===== config.mk =====
export PLATFORM = sky130hd
export DESIGN_NAME = aiocp_top
export DESIGN_NICKNAME = d
export VERILOG_FILES = /design/src/aiocp_pkg.sv /design/src/aiocp_fifo.sv /design/src/aiocp_top.sv
export SDC_FILE = /design/constraint.sdc
export NUM_CORES = 2
export LEC_CHECK = 0
export BUFFER_PORTS_ARGS = -buffer_cell sky130_fd_sc_hd__buf_4
export CAP_MARGIN = 0
export CORE_MARGIN = 3
export CORE_UTILIZATION = 24
export CTS_CLUSTER_DIAMETER = 50
export DETAILED_ROUTE_END_ITERATION = 12
export PLACE_DENSITY = 0.41
export SETUP_SLACK_MARGIN = 0.5
export SLEW_MARGIN = 40
export SYNTH_ARGS = -nofsm -noshare
export SYNTH_HDL_FRONTEND = slang
export SYNTH_SLANG_ARGS = --single-unit

===== constraint.sdc =====
create_clock -name i_clock -period 32.9 [get_ports i_clock]
set_input_delay 1.645 -clock i_clock [delete_from_list [all_inputs] [get_ports i_clock]]
set_output_delay 1.645 -clock i_clock [all_outputs]
set_load 0.005 [all_outputs]

===== src/aiocp_pkg.sv =====
package aiocp_pkg;

    localparam int unsigned CLK_HZ      = 20_000_000;
    localparam int unsigned HZ_PER_MHZ  = 1_000_000;
    localparam int unsigned CYC_PER_US  = CLK_HZ / HZ_PER_MHZ;
    localparam int unsigned N_AI        = 16;
    localparam int unsigned N_AO        = 4;
    localparam int unsigned N_DIO       = 4;
    localparam int unsigned AI_W        = 24;
    localparam int unsigned AI_INT_W    = 5;
    localparam int unsigned AO_W        = 20;
    localparam int unsigned AO_INT_W    = 5;
    localparam int unsigned CODE_W      = 16;
    localparam int unsigned IVL_W       = 16;
    localparam int unsigned FIFO_DEPTH  = 8;
    localparam logic [3:0]  DIFFERENTIAL_INPUT_MODE_LIMIT_CHAN = 4'h8;
    localparam logic [IVL_W-1:0] MIN_IVL_RST_US = 16'h0008;

    // Raw code to fixed point: (pV * CAL_MULT) >> CAL_SHIFT, 19 frac bits
    localparam logic signed [20:0] CAL_MULT   = 21'sd576461;
    localparam int unsigned        CAL_SHIFT  = 40;
    localparam logic signed [10:0] NV_TO_PV   = 11'sd1000;
    // Volts (15 frac bits) to code at 320 uV per code
    localparam logic signed [13:0] AO_SCALE   = 14'sd6250;
    localparam int unsigned        AO_SHIFT   = 16;
    // nV to volts with 15 frac bits
    localparam logic signed [16:0] AO_OFF_MULT  = 17'sd35184;
    localparam int unsigned        AO_OFF_SHIFT = 30;
    localparam logic signed [31:0] AO_TYP_GAIN_NV = 32'sd320000;

    typedef enum logic [1:0] {
        AIOCP_RANGE_10V,
        AIOCP_RANGE_5V,
        AIOCP_RANGE_2V,
        AIOCP_RANGE_1V
    } aiocp_range_t;

    localparam logic signed [31:0] TYP_GAIN_PV [4] = '{
        32'sd320000000, 32'sd160000000, 32'sd64000000, 32'sd32000000
    };

    typedef struct packed {
        logic signed [31:0] gain_pv;
        logic signed [31:0] offset_nv;
    } aiocp_cal_t;

    typedef struct packed {
        logic [AI_W-1:0] data;
        logic [3:0]      chan;
        logic            last;
    } aiocp_word_t;

    localparam int unsigned WORD_W = $bits(aiocp_word_t);

endpackage : aiocp_pkg


===== src/aiocp_fifo.sv =====
`timescale 1ns/1ps
module aiocp_fifo #(
    parameter int unsigned WIDTH = 8,
    parameter int unsigned DEPTH = 8
) (
    input  wire logic             i_clock,
    input  wire logic             i_resetn,
    input  wire logic             i_in_valid,
    output logic                  o_in_ready,
    input  wire logic [WIDTH-1:0] i_in_data,
    output logic                  o_out_valid,
    input  wire logic             i_out_ready,
    output logic [WIDTH-1:0]      o_out_data
);
    localparam int unsigned AW = $clog2(DEPTH);

    logic [WIDTH-1:0] mem_r [DEPTH];
    logic [AW-1:0]    wptr_r, wptr_nxt, rptr_r, rptr_nxt;
    logic [AW:0]      cnt_r, cnt_nxt;
    logic             oval_r, oval_nxt;
    logic [WIDTH-1:0] odat_r, odat_nxt;
    logic             push, pop;

    // ------------------------------------------------------------
    // Next state
    // ------------------------------------------------------------
    always_comb begin
        push     = i_in_valid && (cnt_r != (AW+1)'(DEPTH));
        pop      = (cnt_r != '0) && (!oval_r || i_out_ready);
        wptr_nxt = push ? wptr_r + 1'b1 : wptr_r;
        rptr_nxt = pop ? rptr_r + 1'b1 : rptr_r;
        cnt_nxt  = cnt_r + (AW+1)'(push) - (AW+1)'(pop);
        oval_nxt = pop ? 1'b1 : (i_out_ready ? 1'b0 : oval_r);
        odat_nxt = pop ? mem_r[rptr_r] : odat_r;
    end

    // ------------------------------------------------------------
    // Registers
    // ------------------------------------------------------------
    always_ff @(posedge i_clock) begin
        if (!i_resetn) begin
            wptr_r <= '0;
            rptr_r <= '0;
            cnt_r  <= '0;
            oval_r <= 1'b0;
            odat_r <= '0;
        end else begin
            wptr_r <= wptr_nxt;
            rptr_r <= rptr_nxt;
            cnt_r  <= cnt_nxt;
            oval_r <= oval_nxt;
            odat_r <= odat_nxt;
        end
        if (push) begin
            mem_r[wptr_r] <= i_in_data;
        end
    end

    assign o_in_ready  = (cnt_r != (AW+1)'(DEPTH));
    assign o_out_valid = oval_r;
    assign o_out_data  = odat_r;

endmodule : aiocp_fifo


===== src/aiocp_top.sv =====
`timescale 1ns/1ps
module aiocp_top (
    input  wire logic                          i_clock,
    input  wire logic                          i_resetn,
    // Configuration
    input  wire logic                          i_ai_cal_raw,
    input  wire logic                          i_ao_cal_raw,
    input  wire logic                          i_cal_stored,
    input  wire aiocp_pkg::aiocp_cal_t         i_ai_cal [4],
    input  wire aiocp_pkg::aiocp_cal_t         i_ao_cal,
    input  wire logic                          i_ivl_we,
    input  wire logic [aiocp_pkg::IVL_W-1:0]   i_ivl_us,
    input  wire logic                          i_chcfg_we,
    input  wire logic [3:0]                    i_chcfg_chan,
    input  wire aiocp_pkg::aiocp_range_t       i_chcfg_range,
    input  wire logic                          i_chcfg_differential_input_mode,
    output logic                               o_chcfg_err,
    output logic [aiocp_pkg::N_AI-1:0]         o_ai_differential_input_mode_mode,
    output logic [aiocp_pkg::IVL_W-1:0]        o_ivl_us,
    // Digital line direction
    input  wire logic [aiocp_pkg::N_DIO-1:0]   i_dio_default_out,
    input  wire logic                          i_dio_dir_we,
    input  wire logic [aiocp_pkg::N_DIO-1:0]   i_dio_dir_out,
    output logic [aiocp_pkg::N_DIO-1:0]        o_dio_oe_n,
    // Analog read request
    input  wire logic                          i_rd_req,
    input  wire logic [aiocp_pkg::N_AI-1:0]    i_rd_mask,
    output logic                               o_rd_done,
    output logic                               o_ai_valid,
    input  wire logic                          i_ai_ready,
    output aiocp_pkg::aiocp_word_t             o_ai_word,
    // Input converter
    output logic                               o_conv_start,
    output logic [3:0]                         o_conv_chan,
    output aiocp_pkg::aiocp_range_t            o_conv_range,
    output logic                               o_conv_differential_input_mode,
    input  wire logic                          i_conv_done,
    input  wire logic [aiocp_pkg::CODE_W-1:0]  i_conv_code,
    // Analog output write
    input  wire logic                          i_ao_wr,
    input  wire logic [1:0]                    i_ao_chan,
    input  wire logic [aiocp_pkg::AO_W-1:0]    i_ao_data,
    output logic                               o_ao_start,
    output logic [1:0]                         o_ao_chan,
    output logic [aiocp_pkg::CODE_W-1:0]       o_ao_code
);
    import aiocp_pkg::*;

    typedef enum {ST_IDLE, ST_WAIT, ST_CONV, ST_DONE} aiocp_state_t;

    function automatic logic [3:0] first_chan(input logic [N_AI-1:0] m);
        first_chan = '0;
        for (int i = N_AI - 1; i >= 0; i--) begin
            if (m[i]) begin
                first_chan = 4'(i);
            end
        end
    endfunction : first_chan

    function automatic logic [CODE_W-1:0] clamp16(input logic signed [47:0] v);
        if (v > 48'sd32767) begin
            clamp16 = 16'h7fff;
        end else if (v < -48'sd32768) begin
            clamp16 = 16'h8000;
        end else begin
            clamp16 = v[CODE_W-1:0];
        end
    endfunction : clamp16

    // ------------------------------------------------------------
    // Channel configuration
    // ------------------------------------------------------------
    aiocp_range_t          range_r [N_AI];
    aiocp_range_t          range_nxt [N_AI];
    logic [N_AI-1:0]       differential_input_mode_r, differential_input_mode_nxt;
    logic                  cfg_err_r, cfg_err_nxt;
    logic [IVL_W-1:0]      ivl_r, ivl_nxt;
    logic [N_DIO-1:0]      oe_n_r, oe_n_nxt;

    always_comb begin
        range_nxt   = range_r;
        differential_input_mode_nxt    = differential_input_mode_r;
        cfg_err_nxt = 1'b0;
        ivl_nxt     = i_ivl_we ? i_ivl_us : ivl_r;
        oe_n_nxt    = i_dio_dir_we ? ~i_dio_dir_out : oe_n_r;
        if (i_chcfg_we) begin
            range_nxt[i_chcfg_chan] = i_chcfg_range;
            if (i_chcfg_differential_input_mode && i_chcfg_chan >= DIFFERENTIAL_INPUT_MODE_LIMIT_CHAN) begin
                cfg_err_nxt = 1'b1;
            end else begin
                differential_input_mode_nxt[i_chcfg_chan] = i_chcfg_differential_input_mode;
            end
        end
    end

    always_ff @(posedge i_clock) begin
        if (!i_resetn) begin
            for (int i = 0; i < N_AI; i++) begin
                range_r[i] <= AIOCP_RANGE_10V;
            end
            differential_input_mode_r    <= '0;
            cfg_err_r <= 1'b0;
            ivl_r     <= MIN_IVL_RST_US;
            oe_n_r    <= ~i_dio_default_out;
        end else begin
            range_r   <= range_nxt;
            differential_input_mode_r    <= differential_input_mode_nxt;
            cfg_err_r <= cfg_err_nxt;
            ivl_r     <= ivl_nxt;
            oe_n_r    <= oe_n_nxt;
        end
    end

    // ------------------------------------------------------------
    // Input calibration
    // ------------------------------------------------------------
    logic signed [31:0] gain_pv, off_nv;
    logic signed [47:0] prod_pv;
    logic signed [68:0] fx_full;
    logic [AI_W-1:0]    ai_value;
    aiocp_range_t       conv_range_r, conv_range_nxt;

    always_comb begin
        gain_pv = i_cal_stored ? i_ai_cal[conv_range_r].gain_pv
                               : TYP_GAIN_PV[conv_range_r];
        off_nv  = i_cal_stored ? i_ai_cal[conv_range_r].offset_nv
                               : 32'sd0;
        prod_pv = 48'($signed(i_conv_code) * gain_pv)
                - 48'(off_nv * NV_TO_PV);
        fx_full = 69'(prod_pv * CAL_MULT) >>> CAL_SHIFT;
        if (i_ai_cal_raw) begin
            ai_value = AI_W'($signed(i_conv_code));
        end else begin
            ai_value = fx_full[AI_W-1:0];
        end
    end

    // ------------------------------------------------------------
    // Sequencer and pacing
    // ------------------------------------------------------------
    aiocp_state_t     state_r, state_nxt;
    logic [N_AI-1:0]  mask_r, mask_nxt;
    logic [4:0]       div_r, div_nxt;
    logic [IVL_W-1:0] us_r, us_nxt;
    logic             start_r, start_nxt;
    logic [3:0]       conv_chan_r, conv_chan_nxt;
    logic             conv_differential_input_mode_r, conv_differential_input_mode_nxt;
    logic             done_r, done_nxt;
    logic             pace_ok, fifo_in_ready, push;
    aiocp_word_t      push_word;

    always_comb begin
        state_nxt      = state_r;
        mask_nxt       = mask_r;
        start_nxt      = 1'b0;
        done_nxt       = 1'b0;
        conv_chan_nxt  = conv_chan_r;
        conv_range_nxt = conv_range_r;
        conv_differential_input_mode_nxt  = conv_differential_input_mode_r;
        push           = 1'b0;
        push_word      = '{data: ai_value, chan: conv_chan_r,
                           last: (mask_r == '0)};
        pace_ok        = (us_r >= ivl_r);
        if (div_r == 5'(CYC_PER_US - 1)) begin
            div_nxt = '0;
            us_nxt  = (us_r == '1) ? us_r : us_r + 1'b1;
        end else begin
            div_nxt = div_r + 1'b1;
            us_nxt  = us_r;
        end
        unique case (state_r)
            ST_IDLE: begin
                if (i_rd_req) begin
                    mask_nxt  = i_rd_mask;
                    state_nxt = (i_rd_mask == '0) ? ST_DONE : ST_WAIT;
                    done_nxt  = (i_rd_mask == '0);
                end
            end
            ST_WAIT: begin
                if (pace_ok && fifo_in_ready) begin
                    start_nxt      = 1'b1;
                    conv_chan_nxt  = first_chan(mask_r);
                    conv_range_nxt = range_r[first_chan(mask_r)];
                    conv_differential_input_mode_nxt  = differential_input_mode_r[first_chan(mask_r)];
                    mask_nxt[first_chan(mask_r)] = 1'b0;
                    div_nxt        = 5'h1;
                    us_nxt         = '0;
                    state_nxt      = ST_CONV;
                end
            end
            ST_CONV: begin
                if (i_conv_done) begin
                    push = 1'b1;
                    if (mask_r == '0) begin
                        state_nxt = ST_DONE;
                        done_nxt  = 1'b1;
                    end else begin
                        state_nxt = ST_WAIT;
                    end
                end
            end
            ST_DONE: begin
                if (!i_rd_req) begin
                    state_nxt = ST_IDLE;
                end
            end
        endcase
    end

    always_ff @(posedge i_clock) begin
        if (!i_resetn) begin
            state_r      <= ST_IDLE;
            mask_r       <= '0;
            div_r        <= '0;
            us_r         <= '1;
            start_r      <= 1'b0;
            conv_chan_r  <= '0;
            conv_range_r <= AIOCP_RANGE_10V;
            conv_differential_input_mode_r  <= 1'b0;
            done_r       <= 1'b0;
        end else begin
            state_r      <= state_nxt;
            mask_r       <= mask_nxt;
            div_r        <= div_nxt;
            us_r         <= us_nxt;
            start_r      <= start_nxt;
            conv_chan_r  <= conv_chan_nxt;
            conv_range_r <= conv_range_nxt;
            conv_differential_input_mode_r  <= conv_differential_input_mode_nxt;
            done_r       <= done_nxt;
        end
    end

    aiocp_fifo #(
        .WIDTH (WORD_W),
        .DEPTH (FIFO_DEPTH)
    ) u_aiocp_fifo (
        .i_clock     (i_clock),
        .i_resetn    (i_resetn),
        .i_in_valid  (push),
        .o_in_ready  (fifo_in_ready),
        .i_in_data   (push_word),
        .o_out_valid (o_ai_valid),
        .i_out_ready (i_ai_ready),
        .o_out_data  (o_ai_word)
    );

    // ------------------------------------------------------------
    // Output writes
    // ------------------------------------------------------------
    logic                ao_start_r, ao_start_nxt;
    logic [1:0]          ao_chan_r, ao_chan_nxt;
    logic [CODE_W-1:0]   ao_code_r, ao_code_nxt;
    logic signed [47:0]  ao_off_fx, ao_scaled;

    always_comb begin
        ao_off_fx    = 48'(i_ao_cal.offset_nv * AO_OFF_MULT) >>> AO_OFF_SHIFT;
        ao_scaled    = 48'(($signed(48'($signed(i_ao_data))) - ao_off_fx)
                     * AO_SCALE) >>> AO_SHIFT;
        ao_start_nxt = i_ao_wr;
        ao_chan_nxt  = i_ao_wr ? i_ao_chan : ao_chan_r;
        ao_code_nxt  = ao_code_r;
        if (i_ao_wr) begin
            if (i_ao_cal_raw) begin
                ao_code_nxt = i_ao_data[CODE_W-1:0];
            end else begin
                ao_code_nxt = clamp16(ao_scaled);
            end
        end
    end

    always_ff @(posedge i_clock) begin
        if (!i_resetn) begin
            ao_start_r <= 1'b0;
            ao_chan_r  <= '0;
            ao_code_r  <= '0;
        end else begin
            ao_start_r <= ao_start_nxt;
            ao_chan_r  <= ao_chan_nxt;
            ao_code_r  <= ao_code_nxt;
        end
    end

    assign o_chcfg_err    = cfg_err_r;
    assign o_ai_differential_input_mode_mode = differential_input_mode_r;
    assign o_ivl_us       = ivl_r;
    assign o_dio_oe_n     = oe_n_r;
    assign o_rd_done      = done_r;
    assign o_conv_start   = start_r;
    assign o_conv_chan    = conv_chan_r;
    assign o_conv_range   = conv_range_r;
    assign o_conv_differential_input_mode    = conv_differential_input_mode_r;
    assign o_ao_start     = ao_start_r;
    assign o_ao_chan      = ao_chan_r;
    assign o_ao_code      = ao_code_r;

endmodule : aiocp_top


Yosys cells after proc, flatten, opt, wreduce, memory -nomap -nowiden
Memories as Yosys holds them, arrays and structs flattened. A register that Yosys moved wholly into a read port is not among the register bits.
Index checks and enable logic that the tools add are counted.
{"block": "op_classes", "add_sub_neg": 8, "eq_ne": 11, "n_mux": 74, "bitwise_logic": 8, "n_lt_le_gt_ge": 12, "n_reduce_logical": 22, "multipliers": 5}
{"cell": "$mux 32", "n": 8}
{"cell": "$mux 16", "n": 9}
{"cell": "$bmux 64 s2", "n": 1}
{"cell": "$mux 64", "n": 2}
{"cell": "$pmux 32 s4", "n": 1}
{"cell": "$mux 4", "n": 20}
{"cell": "$bmux 32 s2", "n": 1}
{"cell": "$eq 32x2->1 const B", "n": 2}
{"cell": "$mul 48x21->64 const B", "n": 1}
{"cell": "$mul 16x32->48", "n": 1}
{"cell": "$sub 48x43->48", "n": 1}
{"cell": "$mul 32x13->44 const B", "n": 1}
{"cell": "$mul 32x8->40 const B", "n": 1}
{"cell": "$mul 21x13->34 const B", "n": 1}
{"cell": "$bwmux 32", "n": 1}
{"cell": "$eq 32x1->1 const B", "n": 1}
{"cell": "$logic_not 16->1", "n": 2}
{"cell": "$logic_not 32->1", "n": 1}
{"cell": "$pmux 16 s2", "n": 1}
{"cell": "$mux 24", "n": 1}
{"cell": "$sub 20x18->21", "n": 1}
{"cell": "$gt 19x16->1 const B", "n": 1}
{"cell": "$lt 19x16->1 const B", "n": 1}
{"cell": "$add 16x1->16 const B", "n": 1}
{"cell": "39 further kinds", "n": 79}
{"block": "totals", "mem_bits_rw": 232, "ff_bits": 177, "elab_cells": 177, "mem_count": 1, "in_bits": 417, "out_inout_bits": 95}
{"name": "u_aiocp_fifo.mem_r", "depth": 8, "word_bits": 29, "read_ports": 1, "rd_ports_with_merged_regs": 1, "wr": 1, "line_no": "aiocp_fifo.sv:17", "source": "logic [WIDTH-1:0] mem_r [DEPTH];"}

Depth between registers and ports, before layout
{"block": "depth", "depth_word": 26, "ltp_mapped": 76, "mapped_depth_nobuf": 71}

Hierarchy
Synthesis repeated with hierarchy kept, for this count alone.
{"block": "hier_totals", "hier_cells": 7133, "hier_area_um2": 70553.9}
{"mod": "aiocp_top", "n_inst": 1, "area_per_inst_um2": 60321.6, "seq_area_each_um2": 2762.6, "cells_per_inst": 6563}
{"mod": "aiocp_fifo", "n_inst": 1, "area_per_inst_um2": 10232.3, "seq_area_each_um2": 7767.4, "cells_per_inst": 570}

Least setup slack after synthesis
OpenSTA, ideal clock, no wires.
{"block": "synth_timing", "kind": "reg2reg", "from": "register conv_range_r[0], in the netlist o_conv_range[0]", "to": "memory u_aiocp_fifo.mem_r[0][28] (netlist bit) (data pin)", "slack_ns": 14.029, "arrival_time_ns": 18.606, "required_time_ns": 32.635, "setup_ns": 0.265, "n_path_buf": 5, "synth_period_minus_slack_ns": 18.871, "stages_incl_launch_ff": 73, "path_cell_list": "dfxtp_1 -> buf_1 -> clkbuf_1 -> buf_1 -> mux4_2 -> and2_1 -> fa_1 -> inv_1 -> fa_1 -> inv_1 -> fa_1 -> inv_1 -> fa_1 -> inv_1 -> ha_1 -> clkbuf_1 -> a21o_1 -> a21o_1 -> [... 37 more ...] -> ha_1 -> fa_1 -> fa_1 -> fa_1 -> inv_1 -> fa_1 -> inv_1 -> ha_1 -> nand2_1 -> o21ai_0 -> or3_1 -> a31oi_1 -> or3_1 -> o41ai_1 -> a21oi_1 -> xnor3_1 -> xnor2_1 -> o21ai_0"}
{"block": "synth_between", "elab_chain_cells": 9, "elab_cells_between_ends": 14, "cone_classes": "add/sub (1); mul (3); mux (9); bitwise (1)"}
{"element": "start: declaration", "line_no": "aiocp_top.sv:121", "source": "aiocp_range_t conv_range_r, conv_range_nxt;"}
{"element": "start signal: assignment", "line_no": "aiocp_top.sv:228", "source": "conv_range_r <= conv_range_nxt;"}
{"element": "$not 2->3 (not written as such) *", "line_no": "aiocp_top.sv:124, aiocp_top.sv:125, aiocp_top.sv:126"}
{"element": "$bmux 32 s2 / $bmux 64 s2 (equally long branches)", "line_no": "aiocp_top.sv:125, aiocp_top.sv:124, aiocp_top.sv:126"}
{"element": "$mux 32 (not written as such) / $mux 64 (equally long branches) (2 in series)", "line_no": "aiocp_top.sv:125, aiocp_top.sv:126"}
{"element": "$mux 32 (on tied branches)", "line_no": "aiocp_top.sv:124, aiocp_top.sv:126"}
{"element": "$mul 16x32->48 / $mul 32x8->40 (equally long branches)", "line_no": "aiocp_top.sv:128, aiocp_top.sv:129"}
{"element": "$sub 48x43->48 *", "line_no": "aiocp_top.sv:129", "source": "- 48'(off_nv * NV_TO_PV);"}
{"element": "$mul 48x21->64 *", "line_no": "aiocp_top.sv:130", "source": "fx_full = 69'(prod_pv * CAL_MULT) >>> CAL_SHIFT;"}
{"element": "$mux 24 *", "line_no": "aiocp_top.sv:131", "source": "if (i_ai_cal_raw) begin"}
{"element": "net ai_value[23]", "line_no": "aiocp_top.sv:120", "source": "logic [AI_W-1:0] ai_value;"}
{"element": "end: declaration", "line_no": "aiocp_fifo.sv:17"}
Mark *: on every way through the listed nets, which the timed path passes. The rest lies on a longest branch. The select of a mux whose other input is x is not followed.

Final worst setup path
{"block": "layout_timing", "from": "register conv_range_r[1], in the netlist o_conv_range[1]", "to": "memory u_aiocp_fifo.mem_r[6][28] (netlist bit) (data pin)"}
The elaborated chain is that of the path after synthesis.

==> results.md <==
- Core area: roughly 0.3 sq mm
- CP max-delay cell: nor4_1
- Syn Inst Count: just over 7000
- Via Count: approximately 49000
- Synth unique cells: slightly below 90
- Fmax: 47.76 MHz
- First-pass GRT wire length: between 300000 and 400000 um
- Ports: a little over 500
- Syn-to-layout area delta: 14.22%
- Share of cells above drive strength 1: 0.1124
- Maximum fanout along the worst path: 52
- Yosys top cell by area: fa_1
- Clk root buf: clkbuf_16
- Post-synth EDFFs: 236
- Post-place setup slack: approximately 11 ns
- Critical Path Sink Type: flip-flop
- Tot GR Track Use: 0.1357
- Slew headroom: 0.4118
- Final Hold Viols: 0
- Maximum number of pins on one net before global-route repair: between 100 and 150
- Setup TNS: 0 ns
- Initial antenna violation count: 25
- Setup Skew: approximately 0.017 ns
- Post-synth top area share: 0.3496
- Most frequent cell after synthesis: inv_1
- RSZ-0062 raised after global routing: no
- # DRC: 0
- Vias in the first global route: about 53000
- Synth top area cells: fa_1 35%, ha_1 15%, edfxtp_1 10%
- Bufs on Longest Clock Path: 3
- CTS Sinks: 408
- Ys Warns: 0
- Top_reg_cell synth: edfxtp_1
- Hold Crit Class: flip-flop to flip-flop
- Crit-path max cell delay: 0.78 ns
- Via/cell ratio: 4.304
- Die area: 0.3003 sq mm
- # H-tree levels: 2
- Initial core utilization: 0.2418
- Worst path most repeated cell: fa_1
- Final worst setup slack: between 10 and 15 ns
- CTS tree: done
- WL final: 203700 um
- Average size of a mapped cell: 9.960 sq um
- WL/cell: around 18 um
- Number of setup violations in the final report: 0
- Setup CP Type: flip-flop to flip-flop
- Postcts setup bufs: 0
- Worst skew pair latency: ~0.60 ns
- GRT Residual Overflow: 0
- Post-synthesis sequential area ratio: 0.1494
- HPWL after DPL: ~170000 um
- Flop2flop setup slack: between 10 and 15 ns
- CP Launch Type: flip-flop
- Status: finished, final reports clean
- # resized after CTS: 0
- Chip Height: 548.0 um
- Worst EP arrival: 21.17 ns
- Max-cap viol count: 0
- IO Port Bufs: 479
- RR Endpoint: u_aiocp_fifo.mem_r[6][28]$_DFFE_PP_
- R2R cell count: 61
- Worst-path clk slew: 0.06 ns
- Final min period: 20.94 ns
- Actual slew at the worst max-slew pin: ~0.87 ns
- Pre-antenna DRT Iters: 5
- Slew Limit Fails: 0
- Cell Area, Synth: about 0.070 sq mm
- HP Start: o_ao_code[13]$_SDFFE_PN0P_
- DRT antenna net count: 0
- Num CTS Buffers: 47
- Post-Syn Nets: 9561
- CTS Hold Buffers Added: 0
- Post-layout nets: 9956
- Crit share post-route: 0.6364
- RR Startpoint: o_conv_range[1]$_SDFFE_PN0P_
- DRT iter0 DRCs: between 2000 and 2500
- Gp weighted congestion: ~0.83
- Hold path depth: 2
- Synth Register Bits: around 400
- Post-synth top cells: 1810 x inv_1, 1231 x fa_1, 835 x ha_1
- Required time worst endpoint: ~33 ns
- Die W: 548.0 um
- Rows: slightly below 200
- Post-synth ARST share: 0
- Hold Crit Endpoint: o_ao_code[13]$_SDFFE_PN0P_
==> through the flow <==
step	instances	hold WS, ns	util	instance area, sq um
global route	11410	0.4858	0.2761	80520
floorplan	7078	0.4338	-	70500
finish	11412	0.4615	0.2762	80520
CTS	11409	0.4634	0.2760	80480
detailed placement	11323	0.4484	0.2707	78940
global placement	11323	0.4396	0.2706	78900
==> critical path, delay by kind of cell, from the launching register on <==
family,cells,cell delay [ns]
DFF,1,0.46
xor gates and xnor gates,4,1.64
adders and majority gates,19,8.88
and+or+nand+nor,9,2.52
buffers and inverters,10,1.59
muxes,1,0.43
AOI/OAI and AO/OA,18,4.94
==> cells in the final DEF, fill, tap and decap left out, types with 51 or more instances in the layout <==
| cell type | Yosys | layout |
|---|---|---|
| a211oi_1 | 51 | 51 |
| a21o_1 | 103 | 103 |
| a21oi_1 | 235 | 234 |
| and2_1 | 153 | 152 |
| and3_1 | 150 | 150 |
| buf_4 | 5 | 567 |
| dfxtp_1 | 172 | 167 |
| edfxtp_1 | 236 | 236 |
| fa_1 | 1231 | 1231 |
| ha_1 | 835 | 835 |
| inv_1 | 1810 | 1809 |
| mux2i_1 | 106 | 106 |
| mux4_2 | 103 | 103 |
| nand2_1 | 504 | 504 |
| nor2_1 | 218 | 212 |
| o21ai_0 | 205 | 185 |
| xnor2_1 | 144 | 143 |
| xor2_1 | 111 | 109 |
==> cell families after synthesis <==
logic type,after synthesis,synth area share
AOI/OAI and AO/OA,791,0.07071
DFF,408,0.1494
buffers and inverters,2036,0.1088
muxes,236,0.05230
other,1,0.00005319
and+or+nand+nor,1272,0.08665
xor gates and xnor gates,261,0.03331
adders and majority gates,2073,0.4988
==> registers in the layout (all words and copies together), names as in the netlist, 5 cells and up <==
register and cells:
us_r 16, o_ivl_us 16, div_r 5, u_aiocp_fifo.o_out_data 29
o_ai_differential_input_mode_mode 16, range_r 32, mask_r 16, u_aiocp_fifo.mem_r 232
o_ao_code 16
==> metal layers <==
metal | track usage | part of all wire
met5 | 0 | 0.00043
met1 | 0.1928 | 0.47
met4 | 0.02229 | 0.018
met2 | 0.2249 | 0.47
met3 | 0.01499 | 0.037
==> how the worst max path moves through the flow <==
| stage | depth (start not counted) | slack [ns] | startpoint | end |
|---|---|---|---|---|
| 2_1_floorplan | 72 | 14.03 | o_conv_range[0]$_SDFFE_PN0P_ | u_aiocp_fifo.mem_r[0][28]$_DFFE_PP_ |
| 3_3_place_gp | 68 | 10.62 | i_cal_stored | u_aiocp_fifo.mem_r[4][28]$_DFFE_PP_ |
| 3_5_place_dp | 60 | 10.87 | i_cal_stored | u_aiocp_fifo.mem_r[4][28]$_DFFE_PP_ |
| 4_1_cts | 60 | 11.47 | i_cal_stored | u_aiocp_fifo.mem_r[6][28]$_DFFE_PP_ |
| 5_1_grt | 60 | 10.73 | i_cal_stored | u_aiocp_fifo.mem_r[6][28]$_DFFE_PP_ |
| 6_report | 61 | 11.96 | o_conv_range[1]$_SDFFE_PN0P_ | u_aiocp_fifo.mem_r[6][28]$_DFFE_PP_ |
==> cell type report <==
| type | count | area [sq um] |
|---|---|---|
| Fill cell | 31118 | 211100 |
| Multi-Input combinational cell | 4634 | 52460 |
| Sequential cell | 408 | 10540 |
| Inverter | 1813 | 6808 |
| Tap cell | 3900 | 4880 |
| Timing Repair Buffer | 569 | 4279 |
| Clock buffer | 60 | 1265 |
| Clock inverter | 26 | 279.0 |
| Antenna cell | 2 | 5.005 |
Power is not shown: default switching activity piles up to over one toggle a cycle in this logic, so the estimate is an artifact.
